**src/hw/serial_mem_pkg.sv**
```systemverilog
// Constants, types and carriers of the serial memory command controller
// Behaviour
// - Abandon an operation with no memory answer within 30 ms, back to idle.
// - Time-out sets sticky command bit 9; only a host write clears it.
// - Pin pulled high with no memory: commands finish, never time out.
// - With the pin pulled high, busy clears once the sequence is shifted out.
// - Only erase, erase-all, write, write-all poll for ready and time out.
// - Read-only bit 8 shows a valid memory gave the station address cleanly.
// - Bit 8 sets after a successful power-up load and after a successful reload.
// - Command bits 7:0 hold the byte address, host writable, reset zero.
// - Data bits 7:0 hold last byte read or next to write; rest reserved.
package serial_mem_pkg;

	// ----------------------------------------------------------------
	// Register map
	// ----------------------------------------------------------------
	localparam int          ADDR_W       = 8;
	localparam logic [7:0]  OFF_CMD      = 8'hB0;
	localparam logic [7:0]  OFF_DATA     = 8'hB4;
	localparam logic [7:0]  OFF_IRQ_STAT = 8'hB8;
	localparam logic [7:0]  OFF_IRQ_MASK = 8'hBC;

	localparam int          CMD_BUSY_BIT   = 31;
	localparam int          CMD_OP_LSB     = 28;
	localparam int          CMD_TO_BIT     = 9;
	localparam int          CMD_LOADED_BIT = 8;
	localparam int          IRQ_DONE_BIT   = 0;
	localparam int          IRQ_TO_BIT     = 1;

	localparam logic [7:0]  RST_ADDR = 8'h00;
	localparam logic [7:0]  RST_DATA = 8'h00;
	localparam logic [1:0]  RST_MASK = 2'h0;

	// ----------------------------------------------------------------
	// Commands and serial framing
	// ----------------------------------------------------------------
	typedef enum logic [2:0] {
		OP_READ   = 3'h0,
		OP_EWDS   = 3'h1,
		OP_WR_EN     = 3'h2,
		OP_WRITE     = 3'h3,
		OP_WR_ALL    = 3'h4,
		OP_ERASE     = 3'h5,
		OP_ERASE_ALL = 3'h6,
		OP_RELOAD = 3'h7
	} op_e;

	localparam logic [1:0]  OPC_READ   = 2'h2;
	localparam logic [1:0]  OPC_WRITE  = 2'h1;
	localparam logic [1:0]  OPC_ERASE  = 2'h3;
	localparam logic [1:0]  OPC_EXT    = 2'h0;
	localparam logic [7:0]  EXT_EWDS   = 8'h00;
	localparam logic [7:0]  EXT_WR_ALL    = 8'h40;
	localparam logic [7:0]  EXT_ERASE_ALL = 8'h80;
	localparam logic [7:0]  EXT_WR_EN     = 8'hC0;
	localparam logic [4:0]  FRAME_LONG  = 5'd19;
	localparam logic [4:0]  FRAME_SHORT = 5'd11;
	localparam logic [4:0]  DATA_BITS   = 5'd8;

	localparam logic [2:0]  RELOAD_LAST = 3'h6;
	localparam logic [7:0]  RELOAD_SIG  = 8'hA5;

	// ----------------------------------------------------------------
	// Timing
	// ----------------------------------------------------------------
	localparam int          CLK_MHZ         = 25;
	localparam int          SK_HALF_NS      = 500;
	localparam int          SK_HALF_CYC     = (SK_HALF_NS * CLK_MHZ + 999) / 1000;
	localparam int          TIMEOUT_MS      = 30;
	localparam int          TIMEOUT_CYC_DEF = TIMEOUT_MS * CLK_MHZ * 1000;
	localparam int          TMR_W           = 20;

	// ----------------------------------------------------------------
	// Carriers
	// ----------------------------------------------------------------
	typedef struct packed {
		logic              psel;
		logic              penable;
		logic              pwrite;
		logic [ADDR_W-1:0] paddr;
		logic [31:0]       pwdata;
	} apb_req_s;

	typedef struct packed {
		logic [31:0] prdata;
		logic        pready;
		logic        pslverr;
	} apb_rsp_s;

	typedef struct packed {
		logic cs;
		logic sk;
		logic data_out;
		logic data_oe;
	} mem_pins_s;

endpackage : serial_mem_pkg

```
**src/hw/serial_mem_ctrl.sv**
```systemverilog
// Serial memory command controller with APB registers
//
// Local design decision: the APB register port.
`timescale 1ns/1ns
module serial_mem_ctrl #(
	parameter int unsigned TIMEOUT_CYCLES = serial_mem_pkg::TIMEOUT_CYC_DEF
) (
	input  wire logic                 clk_sys,
	input  wire logic                 nrst,
	input  wire serial_mem_pkg::apb_req_s apb_req,
	output serial_mem_pkg::apb_rsp_s  apb_rsp,
	input  wire logic                 serial_mem_data_pin_in,
	output serial_mem_pkg::mem_pins_s mem_pins,
	output logic [47:0]               station_addr,
	output logic                      irq
);
	import serial_mem_pkg::*;

	typedef enum logic [5:0] {
		ST_IDLE = 6'b000001,
		ST_OUT  = 6'b000010,
		ST_IN   = 6'b000100,
		ST_GAP  = 6'b001000,
		ST_POLL = 6'b010000,
		ST_END  = 6'b100000
	} st_e;

	// ----------------------------------------------------------------
	// Declarations
	// ----------------------------------------------------------------
	logic [7:0]       div_reg;
	logic             tick;
	logic             din_s1_reg;
	logic             din_s2_reg;
	logic             busy_reg;
	op_e              op_reg;
	logic [7:0]       addr_reg;
	logic [7:0]       data_reg;
	logic             to_reg;
	logic             loaded_reg;
	logic [1:0]       stat_reg;
	logic [1:0]       mask_reg;
	logic             rl_active_reg;
	logic [2:0]       rl_idx_reg;
	logic [39:0]      stage_reg;
	st_e              st_reg;
	logic             phase_reg;
	logic [4:0]       bit_cnt_reg;
	logic [18:0]      shift_reg;
	logic [7:0]       in_reg;
	logic [TMR_W-1:0] tmr_reg;
	logic             rd_flag_reg;
	logic             ev_done_reg;
	logic             ev_to_reg;
	logic             access;
	logic             hit;
	logic             wr_done;
	logic             wr_cmd;
	logic             wr_data;
	logic             wr_stat;
	logic             wr_mask;
	logic [31:0]      rd_mux;
	op_e              eff_op;
	logic [7:0]       eff_addr;
	logic             sig_bad;

	// ----------------------------------------------------------------
	// Serial clock divider and pin synchroniser
	// ----------------------------------------------------------------
	assign tick = (div_reg == 8'(SK_HALF_CYC - 1));

	always_ff @(posedge clk_sys or negedge nrst) begin
		if (!nrst) begin
			div_reg <= 8'h00;
		end else if (tick) begin
			div_reg <= 8'h00;
		end else begin
			div_reg <= div_reg + 8'h01;
		end
	end

	always_ff @(posedge clk_sys or negedge nrst) begin
		if (!nrst) begin
			din_s1_reg <= 1'b0;
			din_s2_reg <= 1'b0;
		end else begin
			din_s1_reg <= serial_mem_data_pin_in;
			din_s2_reg <= din_s1_reg;
		end
	end

	// ----------------------------------------------------------------
	// Frame building
	// ----------------------------------------------------------------
	assign eff_op   = rl_active_reg ? OP_READ : op_reg;
	assign eff_addr = rl_active_reg ? {5'h00, rl_idx_reg} : addr_reg;

	function automatic logic [18:0] frame(input op_e op, input logic [7:0] a,
			input logic [7:0] d);
		logic [18:0] f;
		f = 19'h00000;
		unique case (op)
			OP_READ:   f = {1'b1, OPC_READ, a, d};
			OP_EWDS:   f = {1'b1, OPC_EXT, EXT_EWDS, d};
			OP_WR_EN:     f = {1'b1, OPC_EXT, EXT_WR_EN, d};
			OP_WRITE:     f = {1'b1, OPC_WRITE, a, d};
			OP_WR_ALL:    f = {1'b1, OPC_EXT, EXT_WR_ALL, d};
			OP_ERASE:     f = {1'b1, OPC_ERASE, a, d};
			OP_ERASE_ALL: f = {1'b1, OPC_EXT, EXT_ERASE_ALL, d};
			OP_RELOAD: f = {1'b1, OPC_READ, a, d};
		endcase
		return f;
	endfunction : frame

	// ----------------------------------------------------------------
	// Serial engine
	// ----------------------------------------------------------------
	always_ff @(posedge clk_sys or negedge nrst) begin
		if (!nrst) begin
			st_reg      <= ST_IDLE;
			phase_reg   <= 1'b0;
			bit_cnt_reg <= 5'h00;
			shift_reg   <= 19'h00000;
			in_reg      <= 8'h00;
			tmr_reg     <= '0;
			rd_flag_reg <= 1'b0;
			ev_done_reg <= 1'b0;
			ev_to_reg   <= 1'b0;
			mem_pins    <= '0;
		end else begin
			ev_done_reg <= 1'b0;
			ev_to_reg   <= 1'b0;
			unique case (st_reg)
				ST_IDLE: begin
					mem_pins.data_oe <= 1'b0;
					// Busy still reads high the cycle after a time-out
					if (busy_reg && tick && !ev_to_reg) begin
						shift_reg <= frame(eff_op, eff_addr, data_reg);
						mem_pins.data_out <= 1'b1;
						mem_pins.data_oe  <= 1'b1;
						mem_pins.cs       <= 1'b1;
						mem_pins.sk       <= 1'b0;
						phase_reg         <= 1'b0;
						rd_flag_reg       <= (eff_op == OP_READ);
						if (eff_op == OP_WRITE || eff_op == OP_WR_ALL) begin
							bit_cnt_reg <= FRAME_LONG - 5'd1;
						end else begin
							bit_cnt_reg <= FRAME_SHORT - 5'd1;
						end
						st_reg <= ST_OUT;
					end
				end
				ST_OUT: begin
					if (tick && !phase_reg) begin
						mem_pins.sk <= 1'b1;
						phase_reg   <= 1'b1;
					end else if (tick) begin
						mem_pins.sk <= 1'b0;
						phase_reg   <= 1'b0;
						if (bit_cnt_reg == 5'h00) begin
							mem_pins.data_oe <= 1'b0;
							if (rd_flag_reg) begin
								bit_cnt_reg <= DATA_BITS - 5'd1;
								st_reg      <= ST_IN;
							end else if (op_reg == OP_WRITE
									|| op_reg == OP_WR_ALL
									|| op_reg == OP_ERASE
									|| op_reg == OP_ERASE_ALL) begin
								mem_pins.cs <= 1'b0;
								st_reg      <= ST_GAP;
							end else begin
								mem_pins.cs <= 1'b0;
								st_reg      <= ST_END;
							end
						end else begin
							shift_reg         <= {shift_reg[17:0], 1'b0};
							mem_pins.data_out <= shift_reg[17];
							bit_cnt_reg       <= bit_cnt_reg - 5'd1;
						end
					end
				end
				ST_IN: begin
					if (tick && !phase_reg) begin
						mem_pins.sk <= 1'b1;
						phase_reg   <= 1'b1;
						in_reg      <= {in_reg[6:0], din_s2_reg};
					end else if (tick) begin
						mem_pins.sk <= 1'b0;
						phase_reg   <= 1'b0;
						if (bit_cnt_reg == 5'h00) begin
							mem_pins.cs <= 1'b0;
							st_reg      <= ST_END;
						end else begin
							bit_cnt_reg <= bit_cnt_reg - 5'd1;
						end
					end
				end
				ST_GAP: begin
					if (tick) begin
						mem_pins.cs <= 1'b1;
						tmr_reg     <= '0;
						st_reg      <= ST_POLL;
					end
				end
				ST_POLL: begin
					if (din_s2_reg) begin
						mem_pins.cs <= 1'b0;
						st_reg      <= ST_END;
					end else if (tmr_reg == TMR_W'(TIMEOUT_CYCLES - 1)) begin
						mem_pins.cs <= 1'b0;
						ev_to_reg   <= 1'b1;
						st_reg      <= ST_IDLE;
					end else begin
						tmr_reg <= tmr_reg + TMR_W'(1);
					end
				end
				ST_END: begin
					if (tick) begin
						ev_done_reg <= 1'b1;
						st_reg      <= ST_IDLE;
					end
				end
			endcase
		end
	end

	// ----------------------------------------------------------------
	// Command sequencing and station address load
	// ----------------------------------------------------------------
	// Reset starts the automatic load, so no strap is sampled
	assign sig_bad = (rl_idx_reg == 3'h0) && (in_reg != RELOAD_SIG);

	always_ff @(posedge clk_sys or negedge nrst) begin
		if (!nrst) begin
			busy_reg      <= 1'b1;
			op_reg        <= OP_RELOAD;
			rl_active_reg <= 1'b1;
			rl_idx_reg    <= 3'h0;
			addr_reg      <= RST_ADDR;
		end else if (ev_to_reg) begin
			busy_reg      <= 1'b0;
			rl_active_reg <= 1'b0;
		end else if (ev_done_reg) begin
			if (rl_active_reg && !sig_bad && rl_idx_reg != RELOAD_LAST) begin
				rl_idx_reg <= rl_idx_reg + 3'h1;
			end else begin
				busy_reg      <= 1'b0;
				rl_active_reg <= 1'b0;
			end
		end else if (wr_cmd && !busy_reg) begin
			addr_reg <= apb_req.pwdata[7:0];
			if (apb_req.pwdata[CMD_BUSY_BIT]) begin
				busy_reg      <= 1'b1;
				op_reg        <= op_e'(apb_req.pwdata[CMD_OP_LSB +: 3]);
				rl_active_reg <= (op_e'(apb_req.pwdata[CMD_OP_LSB +: 3])
					== OP_RELOAD);
				rl_idx_reg    <= 3'h0;
			end
		end
	end

	always_ff @(posedge clk_sys or negedge nrst) begin
		if (!nrst) begin
			loaded_reg   <= 1'b0;
			stage_reg    <= 40'h0000000000;
			station_addr <= 48'h000000000000;
		end else if (ev_done_reg && rl_active_reg) begin
			if (rl_idx_reg == RELOAD_LAST) begin
				loaded_reg   <= 1'b1;
				station_addr <= {in_reg, stage_reg};
			end else if (rl_idx_reg != 3'h0) begin
				stage_reg[8*(rl_idx_reg-3'h1) +: 8] <= in_reg;
			end
		end else if (ev_to_reg || (wr_cmd && !busy_reg
				&& apb_req.pwdata[CMD_BUSY_BIT]
				&& op_e'(apb_req.pwdata[CMD_OP_LSB +: 3]) == OP_RELOAD)) begin
			// only a clean load keeps it set
			loaded_reg <= 1'b0;
		end
	end

	always_ff @(posedge clk_sys or negedge nrst) begin
		if (!nrst) begin
			data_reg <= RST_DATA;
		end else if (ev_done_reg && rd_flag_reg && !rl_active_reg) begin
			data_reg <= in_reg;
		end else if (wr_data && !busy_reg) begin
			data_reg <= apb_req.pwdata[7:0];
		end
	end

	// Set wins over the host clear
	always_ff @(posedge clk_sys or negedge nrst) begin
		if (!nrst) begin
			to_reg <= 1'b0;
		end else if (ev_to_reg) begin
			to_reg <= 1'b1;
		end else if (wr_cmd && apb_req.pwdata[CMD_TO_BIT]) begin
			to_reg <= 1'b0;
		end
	end

	// ----------------------------------------------------------------
	// Interrupt status, mask and output
	// ----------------------------------------------------------------
	always_ff @(posedge clk_sys or negedge nrst) begin
		if (!nrst) begin
			stat_reg <= 2'h0;
		end else begin
			stat_reg[IRQ_DONE_BIT] <= ev_done_reg
				| (stat_reg[IRQ_DONE_BIT]
				& ~(wr_stat & apb_req.pwdata[IRQ_DONE_BIT]));
			stat_reg[IRQ_TO_BIT] <= ev_to_reg
				| (stat_reg[IRQ_TO_BIT]
				& ~(wr_stat & apb_req.pwdata[IRQ_TO_BIT]));
		end
	end

	always_ff @(posedge clk_sys or negedge nrst) begin
		if (!nrst) begin
			mask_reg <= RST_MASK;
		end else if (wr_mask) begin
			mask_reg <= apb_req.pwdata[1:0];
		end
	end

	always_ff @(posedge clk_sys or negedge nrst) begin
		if (!nrst) begin
			irq <= 1'b0;
		end else begin
			irq <= |(stat_reg & mask_reg);
		end
	end

	// ----------------------------------------------------------------
	// APB slave
	// ----------------------------------------------------------------
	// One wait state keeps read data and error straight from flops
	assign access  = apb_req.psel && apb_req.penable && !apb_rsp.pready;
	assign wr_done = apb_req.psel && apb_req.penable && apb_rsp.pready
		&& apb_req.pwrite;
	assign wr_cmd  = wr_done && (apb_req.paddr == OFF_CMD);
	assign wr_data = wr_done && (apb_req.paddr == OFF_DATA);
	assign wr_stat = wr_done && (apb_req.paddr == OFF_IRQ_STAT);
	assign wr_mask = wr_done && (apb_req.paddr == OFF_IRQ_MASK);

	always_comb begin
		hit    = 1'b1;
		rd_mux = 32'h00000000;
		unique case (apb_req.paddr)
			OFF_CMD:      rd_mux = {busy_reg, op_reg, 18'h00000, to_reg,
				loaded_reg, addr_reg};
			OFF_DATA:     rd_mux = {24'h000000, data_reg};
			OFF_IRQ_STAT: rd_mux = {30'h00000000, stat_reg};
			OFF_IRQ_MASK: rd_mux = {30'h00000000, mask_reg};
			default:      hit = 1'b0;
		endcase
	end

	always_ff @(posedge clk_sys or negedge nrst) begin
		if (!nrst) begin
			apb_rsp <= '0;
		end else begin
			apb_rsp.pready  <= access;
			apb_rsp.pslverr <= access && !hit;
			if (access && !apb_req.pwrite) begin
				apb_rsp.prdata <= rd_mux;
			end else if (access) begin
				apb_rsp.prdata <= 32'h00000000;
			end
		end
	end

endmodule : serial_mem_ctrl

```
**config.mk**
```make
export PLATFORM = sky130hd
export DESIGN_NAME = serial_mem_ctrl
export DESIGN_NICKNAME = d
export VERILOG_FILES = /design/src/hw/serial_mem_pkg.sv /design/src/hw/serial_mem_ctrl.sv
export SDC_FILE = /design/constraint.sdc
export NUM_CORES = 1
export LEC_CHECK = 0
export ABC_CLOCK_PERIOD_IN_PS = 3200
export BUFFER_PORTS_ARGS = -buffer_cell sky130_fd_sc_hd__buf_4
export CORE_UTILIZATION = 40
export DETAILED_ROUTE_END_ITERATION = 8
export GPL_TIMING_DRIVEN = 1
export MAX_ROUTING_LAYER = met4
export SKIP_CTS_REPAIR_TIMING = 1
export SLEW_MARGIN = 20
export SYNTH_ARGS = -nofsm -noshare
export SYNTH_HDL_FRONTEND = slang
export SYNTH_SLANG_ARGS = --single-unit
```
**constraint.sdc**
```tcl
create_clock -name clk_sys -period 3.2 [get_ports clk_sys]
set_clock_uncertainty 0.2 [all_clocks]
set_input_delay 0.32 -clock clk_sys [delete_from_list [all_inputs] [get_ports clk_sys]]
set_output_delay 0.32 -clock clk_sys [all_outputs]
set_load 0.02 [all_outputs]
```
==> results.toml, run 1 <==
[setup_path]
path_cells = "inv_2, ha_4, xnor2_4, nand3_2, ha_4, nor4bb_4, nand4b_1, a211o_1, buf_6, nor2_4, and3b_2, buf_12, mux2_4"
critical_path_class = "flip-flop to flip-flop"
crit_slowest_cell = "dfrtp_1"
cp_common_cell = "ha_4"
crit_required_ns = 3.39
arrival_ns = 3.37
critPathLaunchType = "flip-flop"
setup.worst_path.end_class = "flip-flop"
r2r-start = "rl_idx_reg[0]$_DFFE_PN0P_"
crit_start = "rl_idx_reg[0]$_DFFE_PN0P_"
slowest_delay_ns = 0.41
path_max_fanout = 8

[global_route]
first_global_vias = 6606
antenna_found_initial = 0
grtUsageTotal_pct = 18.5
grt_max_degree = 67
grt-ovfl-total = 0
grt_pass1_wl_mm = 35.4

[synth]
syn_area_mm2 = 0.00972
ys_ff_latch = 210
synth_warnings = 0
async_reset_ff_share_pct = 100
yosysSeqAreaShare_pct = 54.2
synth_flop_cell = "dfrtp_1"
syn_avg_cell_area_um2 = 10.8
synth-edff-count = 0
synth.distinct_cells = 67
synth_cells = 903

[power]
p_comb_share_pct = 2.7
switching_share_pct = 21.0
clkPwrFrac_pct = 51.3
p_int_uw = 4570
power_switching_uw = 1210
powerDensity_mw_per_mm2 = 478
seq_power_share_pct = 46.1
ir_drop_v = 0.000236
cellLeakagePower_uw = 0.00597
p_total_uw = 5780

[floorplan]
die_w_um = 158
die_area_mm2 = 0.0249
die_h_um = 158
rows = 56
start_util_pct = 41.1
core-area_mm2 = 0.0236
ios = 133

[cells_and_area]
fin_nets = 1091
fillCellCount = 2164
drive_above_1_share_pct = 27.3
seq_area_mm2 = 0.00526
multiInputGateArea_mm2 = 0.00420
largest_register_ffs = 48
final_cell_area_mm2 = 0.0121
antennaDiodeCount = 0
areaGrowthSynthToFinish_pct = 24.3

[clock_network]
cts_buffer_depth = 3
cts_tree = "built"
clockRootBuffer = "clkbuf_16"
numCtsBuffers = 24
clk_pin_slew_ns = 0.06
cts_sinks = 210
cts.htree.levels = 1
clock_latency_ns = 0.51

[sta]
max_freq_mhz = 314
hold_viol = 0
rsz0062_at_grt = "true"
fin_crit_sh_pct = 99.4
slew_violations = 0
worstMarginPinSlew_ns = 0.691
max_slew_margin_pct = 53.5
period_minus_slack_ns = 3.18
setup_viol = 0

[drt]
dr.pass1.iters = 4
via_per_inst = 5.12
wirelength_mm = 22.2
wl_per_cell_um = 16.2
via_count = 7003
postRouteAntennaNets = 0
drt_iter0_drc = 331
drc = 0

[placed_design]
gp_congestion = 0.832
io_buffers = 95
placed_area_mm2 = 0.0109
dp_hpwl_mm = 14.9

[outcome]
status = "complete, no violations"

[hold_path]
hold_start = "apb_req[31]"
worstHoldPathType = "primary input to flip-flop"

[job]
cap_violations = 0
==> cell families after synthesis <==
| kind of cell | share of synthesized area, % |
|---|---|
| AOI/OAI and AO/OA | 8.89 |
| xor gates and xnor gates | 2.97 |
| adders and majority gates | 1.80 |
| buffers and inverters | 4.48 |
| DFF | 54.2 |
| muxes | 11.8 |
| other | 0.0386 |
| and+or+nand+nor | 15.8 |
==> worst max-delay path, delay by kind of cell, from the launching register on <==
kind / cells / cell delay (ns)
DFF: 1 / 0.41
and+or+nand+nor: 5 / 0.81
adders and majority gates: 2 / 0.47
xor gates and xnor gates: 1 / 0.20
AOI/OAI and AO/OA: 1 / 0.30
buffers and inverters: 3 / 0.35
muxes: 1 / 0.30
==> cell type report <==
class / instances / area share (%)
Multi-Input combinational cell: 621 / 34.8
Sequential cell: 210 / 43.6
Inverter: 24 / 0.746
Clock inverter: 10 / 1.16
Timing Repair Buffer: 150 / 10.3
Clock buffer: 34 / 6.12
Tap cell: 319 / 3.30
==> cell usage after synthesis, drive strengths merged (4+ instances only) <==
cell type | count | area (µm²)
dfrtp | 204 | 5100
nand2 | 104 | 390
nor2 | 91 | 349
mux2 | 76 | 856
o21ai | 53 | 265
a21oi | 34 | 170
buf | 33 | 225
clkbuf | 32 | 120
nand3 | 32 | 165
mux2i | 25 | 250
xor2 | 25 | 226
inv | 23 | 86.3
ha | 14 | 175
nor3 | 12 | 60.1
a22o | 9 | 78.8
nand4 | 9 | 56.3
nand2b | 8 | 50.1
a31oi | 7 | 43.8
o31ai | 7 | 52.6
and3 | 6 | 37.5
dfstp | 6 | 158
nor4 | 6 | 43.8
a221oi | 5 | 43.8
and2 | 5 | 31.3
nand3b | 5 | 37.5
or4 | 5 | 37.5
xnor2 | 5 | 62.6
a21o | 4 | 30.0
a22oi | 4 | 30.0
nor4b | 4 | 35.0
nor4bb | 4 | 40.0
==> power groups by stage <==
stage	sequential (µW)	combinational, µW	clock [µW]
after global placement	2710	143	0
after detailed placement	2710	143	0
after global routing	2660	174	3130
final	2660	154	2960
after CTS	2660	143	3030
after floorplan	2710	53.5	0
==> final timing paths <==
check	cells past startpoint	slack, ns	end
setup / recovery	13	0.02	stage_reg[21]$_DFFE_PN0P_
min in group asynchronous	2	0.18	station_addr[24]$_DFFE_PN0P_
hold reg to reg	0	0.21	din_s2_reg$_DFF_PN0_
setup reg to reg	13	0.02	stage_reg[21]$_DFFE_PN0P_
hold / removal	3	0.03	busy_reg$_DFFE_PN1P_
max in group asynchronous	3	1.86	shift_reg[0]$_DFFE_PN0P_
==> through the flow <==
| stage | util, % | hold WS [ns] | setup TNS (ns) | setup WS [ns] | std cells |
|---|---|---|---|---|---|
| floorplan | - | -0.176 | 0 | 0.00239 | 920 |
| global placement | 46.2 | 0.168 | -0.118 | -0.0153 | 1308 |
| detailed placement | 46.2 | 0.170 | -0.951 | -0.0791 | 1308 |
| CTS | 49.9 | -0.369 | -1.41 | -0.109 | 1352 |
| global route | 51.1 | 0.0546 | -1.88 | -0.141 | 1368 |
| finish | 51.1 | 0.0336 | 0 | 0.0179 | 1368 |
==> layer usage <==
metal	wire length (µm)	vias up	global-route usage [%]	part of all wire, %
met5	0	-	-	0
met4	328	0	4.30	1.5
met3	1060	28	2.82	4.8
met2	10100	139	27.9	46
met1	10700	3462	26.3	48
li1	-	3374	-	-
==> placed cells by master (no fill, tap or decap), drive strengths merged, types with 4 or more instances in the layout <==
| cell type | n |
|---|---|
| mux2 | 76 |
| a22o | 9 |
| nor4 | 6 |
| nor3 | 12 |
| a21oi | 34 |
| inv | 24 |
| clkbuf | 35 |
| nand3 | 32 |
| o21ai | 53 |
| nand2b | 8 |
| a21o | 4 |
| nor4b | 4 |
| or4 | 5 |
| buf | 133 |
| nor2 | 91 |
| nor4bb | 4 |
| and2 | 5 |
| o31ai | 7 |
| dfstp | 6 |
| a221oi | 5 |
| and3 | 6 |
| nand4 | 9 |
| clkinv | 5 |
| xor2 | 25 |
| ha | 14 |
| nand2 | 104 |
| xnor2 | 5 |
| a22oi | 4 |
| mux2i | 25 |
| nand3b | 5 |
| dlygate4sd3 | 16 |
| conb | 18 |
| dfrtp | 204 |
| a31oi | 7 |
No activity file was read; power rests on OpenSTA's default activity.
==> inputs of run 2 (changes only) <==
Settings changed: ABC_CLOCK_PERIOD_IN_PS 3200 to 3310.
Clock period 3.2 ns to 3.31 ns, I/O delays scaled along.
==> run 2 against run 1 <==
Fmax shrank 1.7%. Via count decreased by 0.54%. Critical endpoint is now stage_reg[5]$_DFFE_PN0P_. Sequential share of layout area up 0.96 points. Sequential power is 3% lower.
==> results.toml, run 2 (same netlist as run 1, synthesis figures left out) <==
[setup_path]
path_cells = "inv_2, ha_4, xnor2_4, nand3_2, ha_4, nor4bb_4, nand4b_1, a211o_1, or4_4, buf_8, mux2_2"
arrival_ns = 3.42
critical_path_class = "flip-flop to flip-flop"
crit_slowest_cell = "or4_4"
crit_required_ns = 3.49
path_max_fanout = 8
setup.worst_path.end_class = "flip-flop"
r2r_cells = 11
path_depth = 11
worst-path-buf-inv = 2
critPathLaunchType = "flip-flop"
cp_common_cell = "ha_4"
slowest_delay_ns = 0.43
path_delay_family = "simple AND/OR/NAND/NOR gates"

[global_route]
first_global_vias = 6589
grtUsageTotal_pct = 18.7
grt_pass1_wl_mm = 35.5
antenna_found_initial = 1
grt_max_degree = 63
grt-ovfl-total = 0

[sta]
worstMarginPinSlew_ns = 0.698
slew_violations = 0
hold_viol = 0
max_slew_margin_pct = 53.4
tns_ns = 0
setup_viol = 0
fin_crit_sh_pct = 97.8
period_minus_slack_ns = 3.24
max_freq_mhz = 309

[drt]
via_count = 6965
wl_per_cell_um = 16.4
drt_iter0_drc = 324
postRouteAntennaNets = 0
dr.pass1.iters = 4
drc = 0
wirelength_mm = 22.3
via_per_inst = 5.12

[power]
p_int_uw = 4060
switching_share_pct = 21.2
clkPwrFrac_pct = 47.2
power_switching_uw = 1090
powerDensity_mw_per_mm2 = 436
seq_power_share_pct = 50.0
p_comb_share_pct = 2.9
ir_drop_v = 0.000200
cellLeakagePower_uw = 0.00585

[clock_network]
cts_sinks = 210
clk_pin_slew_ns = 0.06
clock_latency_ns = 0.50
numCtsBuffers = 23
clockRootBuffer = "clkbuf_16"
cts_tree = "built"
cts.htree.levels = 1
cts_buffer_depth = 3

[cells_and_area]
fin_nets = 1088
multiInputGateArea_mm2 = 0.00416
areaGrowthSynthToFinish_pct = 21.6
fillCellCount = 2177
final_cell_mix = "dfrtp_1, buf_4, nand2_1"
seq_area_mm2 = 0.00526
final_common_cell = "dfrtp_1"
largest_register_ffs = 48
instances_no_fill = 1361
drive_above_1_share_pct = 26.1

[floorplan]
start_util_pct = 41.1
die_w_um = 158
rows = 56
die_area_mm2 = 0.0249
ios = 133
die_h_um = 158
core-area_mm2 = 0.0236

[placed_design]
placed_cells = 1303
dp_hpwl_mm = 15.0
gp_congestion = 0.840
io_buffers = 95

[outcome]
status = "complete, no violations"

[job]
cap_violations = 0

[hold_path]
worstHoldPathCells = 3
worstHoldPathType = "primary input to flip-flop"
run 2: cell types whose count changed in the layout (fill, tap and decap cells not counted), moves of 2 or more:
cell and delta:
bufinv_16 -2, buf_12 -3, clkinvlp_4 -2, clkbuf_8 -4
clkbuf_16 -2, clkbuf_1 +5, mux2_2 +8, mux2_4 -8
run 2: worst register-to-register path, cell delays in order (launching register included):
cell	delay [ns]
dfrtp_1	0.38
inv_2	0.08
ha_4	0.18
xnor2_4	0.25
nand3_2	0.15
ha_4	0.30
nor4bb_4	0.28
nand4b_1	0.15
a211o_1	0.31
or4_4	0.43
buf_8	0.16
mux2_2	0.26
run 2: per-stage QoR:
step	total power [µW]	hold WS (ns)	instance area, µm²	worst slack [ns]	util, %
after detailed placement	2760	0.143	10800	-0.0328	45.9
after CTS	5190	-0.380	11500	-0.0450	48.9
final	5150	0.0409	11800	0.0716	50.0
after global routing	5320	0.0745	11800	-0.0656	50.0
after floorplan	2670	-0.165	9780	0.0125	-
after global placement	2750	0.132	10800	0.0290	45.9
run 2: area by class of cell:
class | instances | share of cell area [%]
Tap cell | 319 | 3.38
Multi-Input combinational cell | 621 | 35.2
Clock buffer | 33 | 5.53
Sequential cell | 210 | 44.5
Timing Repair Buffer | 148 | 10.1
Inverter | 24 | 0.762
Clock inverter | 5 | 0.424
Antenna cell | 1 | 0.0212
run 2: routing by layer:
| metal | vias up | routed length [µm] | global-route usage, % | share of wire [%] |
|---|---|---|---|---|
| li1 | 3361 | - | - | - |
| met1 | 3440 | 10600 | 26.3 | 47 |
| met2 | 142 | 10400 | 28.8 | 46 |
| met3 | 22 | 1120 | 2.79 | 5.0 |
| met4 | 0 | 247 | 3.79 | 1.1 |
| met5 | - | 0 | - | 0 |
run 2: worst paths after layout:
| kind | startpoint | to | slack, ns |
|---|---|---|---|
| worst max-delay path | rl_idx_reg[1]$_DFFE_PN0P_ | stage_reg[5]$_DFFE_PN0P_ | 0.07 |
| worst min-delay path | apb_req[31] | busy_reg$_DFFE_PN1P_ | 0.04 |
| worst max register to register | rl_idx_reg[1]$_DFFE_PN0P_ | stage_reg[5]$_DFFE_PN0P_ | 0.07 |
| worst min register to register | din_s1_reg$_DFF_PN0_ | din_s2_reg$_DFF_PN0_ | 0.15 |
| max in group asynchronous | nrst | station_addr[15]$_DFFE_PN0P_ | 1.90 |
| min in group asynchronous | nrst | station_addr[21]$_DFFE_PN0P_ | 0.15 |
run 2: power groups by stage:
stage	sequential [µW]	combinational (µW)	clock, µW
floorplan	2620	51.7	0
global placement	2620	135	0
detailed placement	2620	136	0
CTS	2570	136	2490
global route	2570	167	2590
finish	2570	148	2430
